[src/tkd_pkg.sv]
package tkd_pkg;
    localparam int unsigned TKD_CLK_HZ = 40000000;
    // dispense timeout, in milliseconds
    localparam int unsigned TKD_TIMEOUT_MS = 333;
    localparam int unsigned TKD_TIMEOUT_CYC = (TKD_CLK_HZ / 1000) * TKD_TIMEOUT_MS;
    localparam int unsigned TKD_TIMEOUT_W = 24;
    // glitch filter settle time, in microseconds
    localparam int unsigned TKD_FILT_US = 100;
    localparam int unsigned TKD_FILT_CYC = (TKD_CLK_HZ / 1000000) * TKD_FILT_US;
    localparam int unsigned TKD_FILT_W = 13;
    localparam int unsigned TKD_COUNT_W = 32;
    localparam logic [TKD_COUNT_W-1:0] TKD_COUNT_RST = 32'h00000000;
    typedef enum logic [1:0] {TKD_IDLE, TKD_WAIT_HIGH, TKD_WAIT_LOW} tkd_state_t;
endpackage : tkd_pkg

[src/tkd_sense_filter.sv]
`timescale 1ns/1ps
`default_nettype none
module tkd_sense_filter
    import tkd_pkg::*;
#(
    parameter logic [TKD_FILT_W-1:0] FILT_CYC = TKD_FILT_W'(TKD_FILT_CYC)
)
(
    input wire logic mclk,
    input wire logic rst,
    input wire logic sense_pin,
    output logic sense_level
);
    logic sync_a;
    logic sync_b;
    logic [TKD_FILT_W-1:0] cnt;
    logic [TKD_FILT_W-1:0] next_cnt;
    logic next_level;

    // level changes only after the synced input holds a new value for FILT_CYC cycles
    always_comb
    begin
        next_cnt = '0;
        next_level = sense_level;
        if (sync_b != sense_level)
        begin
            if (cnt >= FILT_CYC - 1'b1)
                next_level = sync_b;
            else
                next_cnt = cnt + 1'b1;
        end
    end

    always_ff @(posedge mclk or posedge rst)
    begin
        if (rst)
        begin
            sync_a <= 1'b0;
            sync_b <= 1'b0;
            cnt <= '0;
            sense_level <= 1'b0;
        end
        else
        begin
            sync_a <= sense_pin; // [RULE_09]
            sync_b <= sync_a;
            cnt <= next_cnt;
            sense_level <= next_level; // [RULE_09]
        end
    end
endmodule : tkd_sense_filter
`default_nettype wire

[src/tkd_ticket_dispenser_driver.sv]
`timescale 1ns/1ps
`default_nettype none
// Operation
// (RULE_01) motor output high only while the motor should run, otherwise low
// (RULE_02) sensor low means clear, high means a ticket blocks it
// (RULE_03) on request, motor runs until sensor goes high then low again
// (RULE_04) no full pulse within about a third second: stop, flag empty or jammed
// (RULE_05) dispenser gives an open-collector sense signal, high when blocked
// (RULE_06) dispenser runs its motor while the motor input is high
// (RULE_07) no requests issued unless ticket dispensing is enabled; default off
// (RULE_08) keep a running count of tickets dispensed for audits
// (RULE_09) sensor synchronised and filtered; timeout counter sets a fault flag
module tkd_ticket_dispenser_driver
    import tkd_pkg::*;
#(
    parameter logic [TKD_TIMEOUT_W-1:0] TIMEOUT_CYC = TKD_TIMEOUT_W'(TKD_TIMEOUT_CYC),
    parameter logic [TKD_FILT_W-1:0] FILT_CYC = TKD_FILT_W'(TKD_FILT_CYC)
)
(
    input wire logic mclk,
    input wire logic rst,
    input wire logic tickets_enable,
    input wire logic dispense_req,
    output logic dispense_ready,
    output logic dispense_done,
    output logic dispense_fault,
    input wire logic fault_clear,
    output logic fault,
    output logic [TKD_COUNT_W-1:0] tickets_dispensed,
    input wire logic ticket_sense,
    output logic motor_enable
);
    tkd_state_t state;
    tkd_state_t next_state;
    logic [TKD_TIMEOUT_W-1:0] timer;
    logic [TKD_TIMEOUT_W-1:0] next_timer;
    logic next_motor;
    logic next_done;
    logic next_fail;
    logic next_fault;
    logic [TKD_COUNT_W-1:0] next_count;
    logic blocked;
    logic timed_out;
    logic take;
    logic passed;
    logic expired;

    // true while a ticket is in flight and the motor must run
    function automatic logic tkd_busy(input tkd_state_t st);
        return (st == TKD_WAIT_HIGH) || (st == TKD_WAIT_LOW);
    endfunction : tkd_busy

    tkd_sense_filter #(
        .FILT_CYC(FILT_CYC)
    ) u_filter (
        .mclk(mclk),
        .rst(rst),
        .sense_pin(ticket_sense),
        .sense_level(blocked) // [RULE_02]
    );

    // requests are accepted only with dispensing enabled
    assign dispense_ready = (state == TKD_IDLE) && tickets_enable; // [RULE_07]
    assign take = dispense_req && dispense_ready; // [RULE_07]
    assign timed_out = (timer >= TIMEOUT_CYC - 1'b1);
    // completed high-then-low pulse; one ending on the timeout cycle still counts
    assign passed = (state == TKD_WAIT_LOW) && !blocked; // [RULE_03]
    assign expired = tkd_busy(state) && timed_out && !passed; // [RULE_04]

    // sequencer: idle, wait for the beam to block, wait for it to clear
    always_comb
    begin
        next_state = state;
        unique case (state)
            TKD_IDLE:
            begin
                if (take)
                begin
                    next_state = TKD_WAIT_HIGH; // [RULE_03]
                end
            end
            TKD_WAIT_HIGH:
            begin
                if (expired)
                begin
                    next_state = TKD_IDLE; // [RULE_04]
                end
                else if (blocked)
                begin
                    next_state = TKD_WAIT_LOW; // [RULE_02]
                end
            end
            TKD_WAIT_LOW:
            begin
                if (passed || expired)
                begin
                    next_state = TKD_IDLE; // [RULE_03]
                end
            end
            default:
            begin
                next_state = TKD_IDLE;
            end
        endcase
    end

    always_ff @(posedge mclk or posedge rst)
    begin
        if (rst)
        begin
            state <= TKD_IDLE;
        end
        else
        begin
            state <= next_state;
        end
    end

    // counts motor-on cycles toward the dispense timeout
    always_comb
    begin
        next_timer = '0;
        if (tkd_busy(state) && !passed && !expired)
        begin
            next_timer = timer + 1'b1; // [RULE_09]
        end
    end

    always_ff @(posedge mclk or posedge rst)
    begin
        if (rst)
        begin
            timer <= '0;
        end
        else
        begin
            timer <= next_timer;
        end
    end

    // illegal state codes leave the motor off
    always_comb
    begin
        next_motor = 1'b0;
        next_done = 1'b0;
        next_fail = 1'b0;
        if (state == TKD_IDLE)
        begin
            next_motor = take; // [RULE_03]
        end
        else if (tkd_busy(state))
        begin
            next_motor = !(passed || expired); // [RULE_01]
            next_done = passed; // [RULE_03]
            next_fail = expired; // [RULE_04]
        end
    end

    always_ff @(posedge mclk or posedge rst)
    begin
        if (rst)
        begin
            motor_enable <= 1'b0;
            dispense_done <= 1'b0;
            dispense_fault <= 1'b0;
        end
        else
        begin
            motor_enable <= next_motor;
            dispense_done <= next_done;
            dispense_fault <= next_fail;
        end
    end

    // sticky fault: a timeout in the same cycle as a clear wins
    always_comb
    begin
        next_fault = fault;
        if (fault_clear)
        begin
            next_fault = 1'b0;
        end
        if (expired)
        begin
            next_fault = 1'b1; // [RULE_09]
        end
    end

    always_ff @(posedge mclk or posedge rst)
    begin
        if (rst)
        begin
            fault <= 1'b0;
        end
        else
        begin
            fault <= next_fault;
        end
    end

    // audit total of good tickets, wraps silently
    always_comb
    begin
        next_count = tickets_dispensed;
        if (passed)
        begin
            next_count = tickets_dispensed + 1'b1; // [RULE_08]
        end
    end

    always_ff @(posedge mclk or posedge rst)
    begin
        if (rst)
        begin
            tickets_dispensed <= TKD_COUNT_RST;
        end
        else
        begin
            tickets_dispensed <= next_count;
        end
    end
endmodule : tkd_ticket_dispenser_driver
`default_nettype wire

[config.mk]
export PLATFORM = sky130hd
export DESIGN_NAME = tkd_ticket_dispenser_driver
export DESIGN_NICKNAME = d
export VERILOG_FILES = /design/src/tkd_pkg.sv /design/src/tkd_sense_filter.sv /design/src/tkd_ticket_dispenser_driver.sv
export SDC_FILE = /design/constraint.sdc
export NUM_CORES = 1
export LEC_CHECK = 0
export BUFFER_PORTS_ARGS = -buffer_cell sky130_fd_sc_hd__buf_2
export CELL_PAD_IN_SITES_DETAIL_PLACEMENT = 1
export CELL_PAD_IN_SITES_GLOBAL_PLACEMENT = 2
export CORE_ASPECT_RATIO = 1.1
export CORE_MARGIN = 5
export CORE_UTILIZATION = 40
export DETAILED_ROUTE_END_ITERATION = 16
export GPL_ROUTABILITY_DRIVEN = 0
export HOLD_SLACK_MARGIN = 0.02
export PLACE_DENSITY_LB_ADDON = 0.05
export SKIP_LAST_GASP = 1
export SLEW_MARGIN = 20
export SYNTH_ARGS = -nofsm -noshare
export SYNTH_HDL_FRONTEND = slang
export SYNTH_SLANG_ARGS = --single-unit
export TNS_END_PERCENT = 10
[constraint.sdc]
create_clock -name mclk -period 6.8 [get_ports mclk]
set_input_delay 1.36 -clock mclk [delete_from_list [all_inputs] [get_ports mclk]]
set_output_delay 1.36 -clock mclk [all_outputs]
set_load 0.02 [all_outputs]
# Yosys cells after proc, flatten, opt, wreduce, memory -nomap -nowiden
# Cells that the tools add are included.
# classes
bitwise	0
n_div	0
n_mul	0
n_mux	16
reduce_logical	17
n_lt_le_gt_ge	2
n_addsub	3
shifts	0
eq_ne	6
# op_table
cell	n
adder 32 x 1 -> 32 bit (second input constant)	1
2-to-1 mux 13 bit	2
adder 24 x 1 -> 24 bit (second input constant)	1
>= comparator 24 bit (second input constant)	1
2-to-1 mux 24 bit	1
adder 13 x 1 -> 13 bit (second input constant)	1
>= comparator 13 x 12 -> 1 bit (second input constant)	1
2-to-1 mux 1 bit	8
2-to-1 mux 2 bit	4
logical AND 1 bit	7
one-hot mux 2 bit (3 select lines)	1
zero test 1 bit	4
!= test 2 bit (second input constant)	2
!= test 3 x 2 -> 1 bit (second input constant)	1
AND reduction 3 bit	1
equality test 2 x 1 -> 1 bit (second input constant)	1
equality test 2 bit (second input constant)	1
zero test 2 bit	1
logical OR 1 bit	2
AND reduction 2 bit	1
nonzero test 2 bit	1
!= test 1 bit	1
# word_totals
mem_bits_rw	0
n_memories	0
romBits	0
word_cells	55
inputBits	6
latch_bits	0
register_bits	78

# Depth between registers and ports, before layout
# Gate-level depths: netlist of the first run.
# depth
ltp_word	8
ltp_mapped	9

# By module
# From an unflattened synthesis of the first run, not the netlist that was laid out.
# unflattened
hier_cells	349
area_unflattened_um2	3668.5
# by_module_without_submodules
module	instances	cells_per_inst	area_per_inst_um2	seq_area_each_um2
tkd_ticket_dispenser_driver	1	282	2955.3	1551.5
tkd_sense_filter	1	67	713.2	400.4

# Worst setup path after synthesis of the first run
# No wires, ideal clock.
# synth_timing
path_type	input -> output
from	input tickets_enable
to	output dispense_ready
setup_slack_ps	3847
t_arrival_ps	1593
n_path_buf	0
required_ps	5440
cell_stages	1
cell_sequence	and2_1
# synth_between
elab_chain_len	1
# synth_rtl
element	line	text
from (decl)	tkd_ticket_dispenser_driver.sv:22	input wire logic tickets_enable,
logical AND 1 bit	tkd_ticket_dispenser_driver.sv:63	assign dispense_ready = (state == TKD_IDLE) && tickets_enable;
to (decl)	tkd_ticket_dispenser_driver.sv:24	output logic dispense_ready,
# Every way passes these cells.

# Final worst setup path of the first run
# Same ends and word-level chain as after synthesis.

==> results of run 1 <==
[layout by cell type (no fill, tap or decap), drive strengths merged]
| cell type | count |
|---|---|
| conb | 1 |
| nand4b | 1 |
| a21oi | 7 |
| mux2 | 2 |
| bufinv | 1 |
| nor3 | 8 |
| or2 | 2 |
| or3 | 2 |
| o2bb2ai | 1 |
| nor4b | 1 |
| and2b | 1 |
| nand2b | 1 |
| ha | 6 |
| nand3 | 22 |
| inv | 10 |
| nor3b | 1 |
| and3 | 9 |
| a21o | 1 |
| buf | 44 |
| clkinv | 1 |
| xor2 | 18 |
| clkinvlp | 1 |
| nand4 | 13 |
| nor2 | 53 |
| xnor2 | 42 |
| nand2 | 35 |
| nor2b | 1 |
| a41oi | 1 |
| nor4 | 6 |
| and4 | 4 |
| o311ai | 1 |
| clkbuf | 13 |
| dfrtp | 78 |
| o21ai | 4 |
| a21boi | 1 |
| and2 | 2 |
[synth_stat cells, types with 3 or more instances]
cell type   n  area (sq um)
inv_1      10         37.54
dfrtp_1    78          1952
nand2_1    34         127.6
nor4_1      3         18.77
a21oi_1     7         35.03
xor2_1     18         157.7
and3_1      9         56.30
nor2_1     53         198.9
xnor2_1    42         367.9
nand4_1    13         81.33
and4_1      4         35.03
nor3_1      7         35.03
o21ai_0     4         20.02
ha_1        6         75.07
nand3_1    20         100.1
[worst max-delay path, cell delays in order]
cell,delay (ps)
buf_2,100
and2_1,160
buf_2,160
[path summary, 6_finish.rpt]
check | from | end | slack (ps) | depth (start not counted)
worst max-delay path | tickets_enable | dispense_ready | 3660 | 3
worst min-delay path | u_filter.sync_a$_DFF_PP0_ | u_filter.sync_b$_DFF_PP0_ | 350 | 0
worst max register to register | timer[0]$_DFF_PP0_ | timer[14]$_DFF_PP0_ | 4480 | 7
worst min register to register | u_filter.sync_a$_DFF_PP0_ | u_filter.sync_b$_DFF_PP0_ | 350 | 0
max in group asynchronous | rst | timer[19]$_DFF_PP0_ | 5120 | 3
min in group asynchronous | rst | u_filter.cnt[6]$_DFF_PP0_ | 1170 | 3
[kinds of logic (layout without fill, tap and decap cells)]
family	after synthesis	after routing	share of synthesized area [%]
other	1	1	0.1053
AND/OR/NAND/NOR	162	162	23.20
flip-flops	78	78	54.83
XOR/XNOR	60	60	14.76
adder cells (fa/ha/maj)	6	6	2.109
buffers and inverters	14	70	1.652
AO/OA/AOI/OAI	16	16	2.707
multiplexers	2	2	0.6326
[registers in the layout, summed over array words and instances (netlist names), 2 cells and up]
register	cells
u_filter.cnt	13
timer	24
tickets_dispensed	32
state	2
[power groups by stage]
stage / sequential (mW) / combinational, mW / clock (mW)
5_1_grt: 0.529 / 0.232 / 0.391
3_5_place_dp: 0.532 / 0.210 / 0
4_1_cts: 0.523 / 0.210 / 0.373
3_3_place_gp: 0.531 / 0.205 / 0
6_report: 0.523 / 0.202 / 0.356
2_1_floorplan: 0.544 / 0.130 / 0
[final cells by class]
type	count	area, sq um	area share [%]
clock buffers	13	158.9	3.865
clock inverters	3	42.54	1.035
inverters	10	37.54	0.9130
multi-input cells	247	1549	37.68
flip-flops and latches	78	1952	47.47
well taps	114	142.6	3.469
repair buffers	44	229.0	5.569
[routing by layer]
metal  wire length [um]  vias up  global-route usage, %
met5                  0        -                      0
met1               3325     1228                  17.83
met3                202       11                  2.431
met2               3542       26                  24.02
met4                155        0                  7.902
li1                   -     1238                      -
[stage by stage]
step,cells,util [%],power [mW]
after detailed placement,493,44.47,0.7426
after CTS,509,46.77,1.107
after floorplan,339,-,0.6736
final,509,46.81,1.081
after global placement,493,44.47,0.7360
after global routing,509,46.81,1.152
==> run metrics, run 1 <==
initial antenna violation count 0; Crit Path Category input pin to primary output; Synth Warn # 0; vias 2503; Fmax between 0.3 and 0.4 GHz; final clock skew 10.42 ps; Sw Ratio 30.47%; gr ovfl total 0; number of port buffers 42; relative slew slack 52.60%; sequential area share after synthesis 54.83%; Worst EP required 5440 ps; Int Power 0.7516 mW; Worst-Skew Late Latency 350 ps; Syn Inst Count 339; die height between 100 and 150 um; worst path arrival time 1780 ps; status completed; DR iter-0 viols 41; CTS tree built; post-route ant nets 0; Site Rows 36; Post-synth ARST share 100.0%; LEAKAGE around 1.9 nW; area post-placement 3906 sq um; Synth Net Count 351; startpoint types input pin; first-pass GRT wire length about 12000 um; Worst Tran Pin Value 711.0 ps; syn_area_per_cell 10.50 sq um; Fill cells 1034; Max Slew Vio Count 0; Setup Fix Bufs, Post-CTS 0; EDFF count, synth 0; Initial Util 40.53%; antenna cells 0; CTS clk-pin slew, worst paths 70 ps; DR pass1 iterations 4; peak supply drop 102.9 uV; DP HPWL 5157 um; pwr dens around 260 nW/um^2; net switching power 0.3293 mW; Num CTS Buffers 9; Fin. Hold Viols 0; Cell variety after synth 39; Min Hold Slack 351.7 ps; clk buf depth 2; DRC errors left 0; Max Cap Violations 0; Clk network pwr share 32.9%; Area Growth Syn to Fin 15.50%; largest net degree at the start of global routing 79; post-CTS sizing 0; GRT Util Overall 14.43%; min Tclk post-route 3135 ps; Via-to-Cell Ratio 4.917; Hold WC Path Type flop to flop; Die Footprint 10890 sq um; final setup vio count 0; RSZ-0062 raised after global routing false; Synth Register Bits 78; Primary FF master, synth dfrtp_1; pre-CTS WS 3666 ps; Mapped Area 3560 sq um; TNS Setup 0 ps; Top Ports 43; Core Area 8783 sq um; CP Capture Type primary output; Comb pwr share 18.7%; vias in the first global route around 2600; post-route design area 4111 sq um; layout cells sized above 1 17.97%; Die X about 100 um; sequential share of power 48.4%; root buffer cell clkbuf_8; clock sink count 78; wire per inst 14.20 um; routed wire length 7226 um; H-tree Lvls 3; hold buffer count at CTS 0; part of the cycle the worst path needs roughly 46%; Final WS setup around 3700 ps; crit-path max FO 2; Final nets 402
Power figures use the tool's default switching activity.
==> run 2, diff against run 1 <==
--- a/config.mk
+++ b/config.mk
@@ -10,7 +10,7 @@
 export CELL_PAD_IN_SITES_GLOBAL_PLACEMENT = 2
 export CORE_ASPECT_RATIO = 1.1
 export CORE_MARGIN = 5
-export CORE_UTILIZATION = 40
+export CORE_UTILIZATION = 37
 export DETAILED_ROUTE_END_ITERATION = 16
 export GPL_ROUTABILITY_DRIVEN = 0
 export HOLD_SLACK_MARGIN = 0.02
==> constraint.sdc (replaced) <==
create_clock -name mclk -period 3.1 [get_ports mclk]
set_input_delay 0.62 -clock mclk [delete_from_list [all_inputs] [get_ports mclk]]
set_output_delay 0.62 -clock mclk [all_outputs]
set_load 0.02 [all_outputs]
==> run metrics, run 2 (synthesis results as in run 1) <==
Core Area 9398 sq um; TNS Setup 0 ps; DRC errors left 0; commonest non-fill, non-tap cell in the layout dfrtp_1; first-pass GRT wire length 12820 um; Top Ports 43; worst path arrival time around 2500 ps; reg2reg end tickets_dispensed[31]$_DFFE_PP0P_; met2 routed WL 3411 um; root buffer cell clkbuf_8; Worst-Skew Late Latency 350 ps; R2R Path Start state[0]$_DFFE_PP0P_; routed wire length 7308 um; Fin. Hold Viols 0; die height 112.9 um; reg2reg setup slack 870 ps; RSZ-0062 raised after global routing false; DR pass1 iterations 4; layout cells sized above 1 18.27%; metal3 WL 204 um; clock sink count 78; largest net degree at the start of global routing 36; master of the slowest instance on the critical path dfrtp_1; final clock skew 12.56 ps; Max Cap Violations 0; post-route design area 4188 sq um; DP HPWL around 5300 um; hold buffer count at CTS 0; Biggest register tickets_dispensed; part of the cycle the worst path needs 71.87%; Worst Tran Pin Value about 680 ps; wire per inst between 10 and 15 um; Min Hold Slack 357.0 ps; final setup vio count 0; WL met1 about 3600 um; Hold WC Path Type input pin to asynchronous set/reset pin; Regs by FF count tickets_dispensed: 32 flops, timer: 24 flops, u_filter.cnt: 13 flops; Crit Path Category flop to flop; top layer reached by signal wires met4; Initial Util a little under two fifths; clk buf depth 2; Fmax between 0.4 and 0.5 GHz; CP Capture Type flop; Crit path largest cell delay 410 ps; antenna cells 0; crit-path cells inv_1 > ha_1 > nor2b_2 > and4_1 > nand2_4 > nor4_4 > nand4_1 > xnor2_1; post-CTS sizing 0; Setup Fix Bufs, Post-CTS 0; placed instance count 497; initial antenna violation count 0; gr ovfl total 0; CTS clk-pin slew, worst paths 80 ps; Die Footprint 11680 sq um; Final nets a little over 400; pwr dens roughly 620 nW/um^2; Max Slew Vio Count 0; most frequent cells in the layout dfrtp_1 (78), nor2_1 (53), xnor2_1 (42), buf_2 (42), nand2_1 (34); startpoint types flop; relative slew slack 54.77%; Via-to-Cell Ratio 4.916; vias 2512; Final Non-Filler Cells between 500 and 600; post-route ant nets 0; Largest register FFs 32; Worst Path Buf+Inv 1; status completed; LEAKAGE 1.944 nW; number of port buffers between 40 and 50; CTS tree built; vias in the first global route 2642; Worst EP required around 3300 ps; GRT Util Overall 13.27%; Num CTS Buffers 9; Area Growth Syn to Fin 17.65%; cell family with most CP delay simple AND/OR/NAND/NOR gates; H-tree Lvls 3; peak supply drop 296.8 uV; Site Rows 37; crit-path max FO 6; Die X between 100 and 150 um; DR iter-0 viols 65; area post-placement 3930 sq um; CP Launch Point state[0]$_DFFE_PP0P_; Reg2Reg Depth 8; min Tclk post-route 2228 ps
run 2: worst max path at each step:
stage | slack [ps] | endpoint | cells past startpoint
5_1_grt | 680 | tickets_dispensed[31]$_DFFE_PP0P_ | 8
4_1_cts | 830 | tickets_dispensed[31]$_DFFE_PP0P_ | 8
2_1_floorplan | 480 | dispense_done$_DFF_PP0_ | 1
6_report | 870 | tickets_dispensed[31]$_DFFE_PP0P_ | 8
3_3_place_gp | 980 | tickets_dispensed[31]$_DFFE_PP0P_ | 8
3_5_place_dp | 880 | tickets_dispensed[31]$_DFFE_PP0P_ | 8
run 2: area by class of cell:
type	instances	area, sq um
fill	1067	5210
sequential	78	1952
multi-input combinational	247	1549
timing repair buffer	45	245.2
tap	117	146.4
clock buffer	10	137.6
clock inverter	4	120.1
inverter	10	37.54
run 2: per-stage QoR:
step | setup WS (ps) | util, % | total power [mW]
2_1_floorplan | 485.0 | - | 1.478
3_3_place_gp | 981.4 | 41.82 | 1.629
3_5_place_dp | 881.1 | 41.82 | 1.634
4_1_cts | 833.9 | 44.56 | 2.642
5_1_grt | 677.9 | 44.56 | 2.724
6_report | 872.2 | 44.56 | 2.582
run 2: routing by layer:
metal | global-route usage, % | up-vias
li1 | - | 1239
met1 | 17.59 | 1236
met2 | 21.00 | 25
met3 | 2.681 | 12
met4 | 6.037 | 0
met5 | 0 | -
run 2: power by group:
group	total, mW	switching (mW)	internal [mW]
registers	1.15	0.0667	1.08
logic	0.445	0.292	0.153
clock network	0.988	0.358	0.630
total	2.58	0.717	1.87
run 2: worst register-to-register path: cells and delay by family, from the launching register on:
kind	cells	cell delay (ps)
flip-flops	1	410
AND/OR/NAND/NOR	5	1280
buffers and inverters	1	90
adder cells (fa/ha/maj)	1	180
XOR/XNOR	1	150
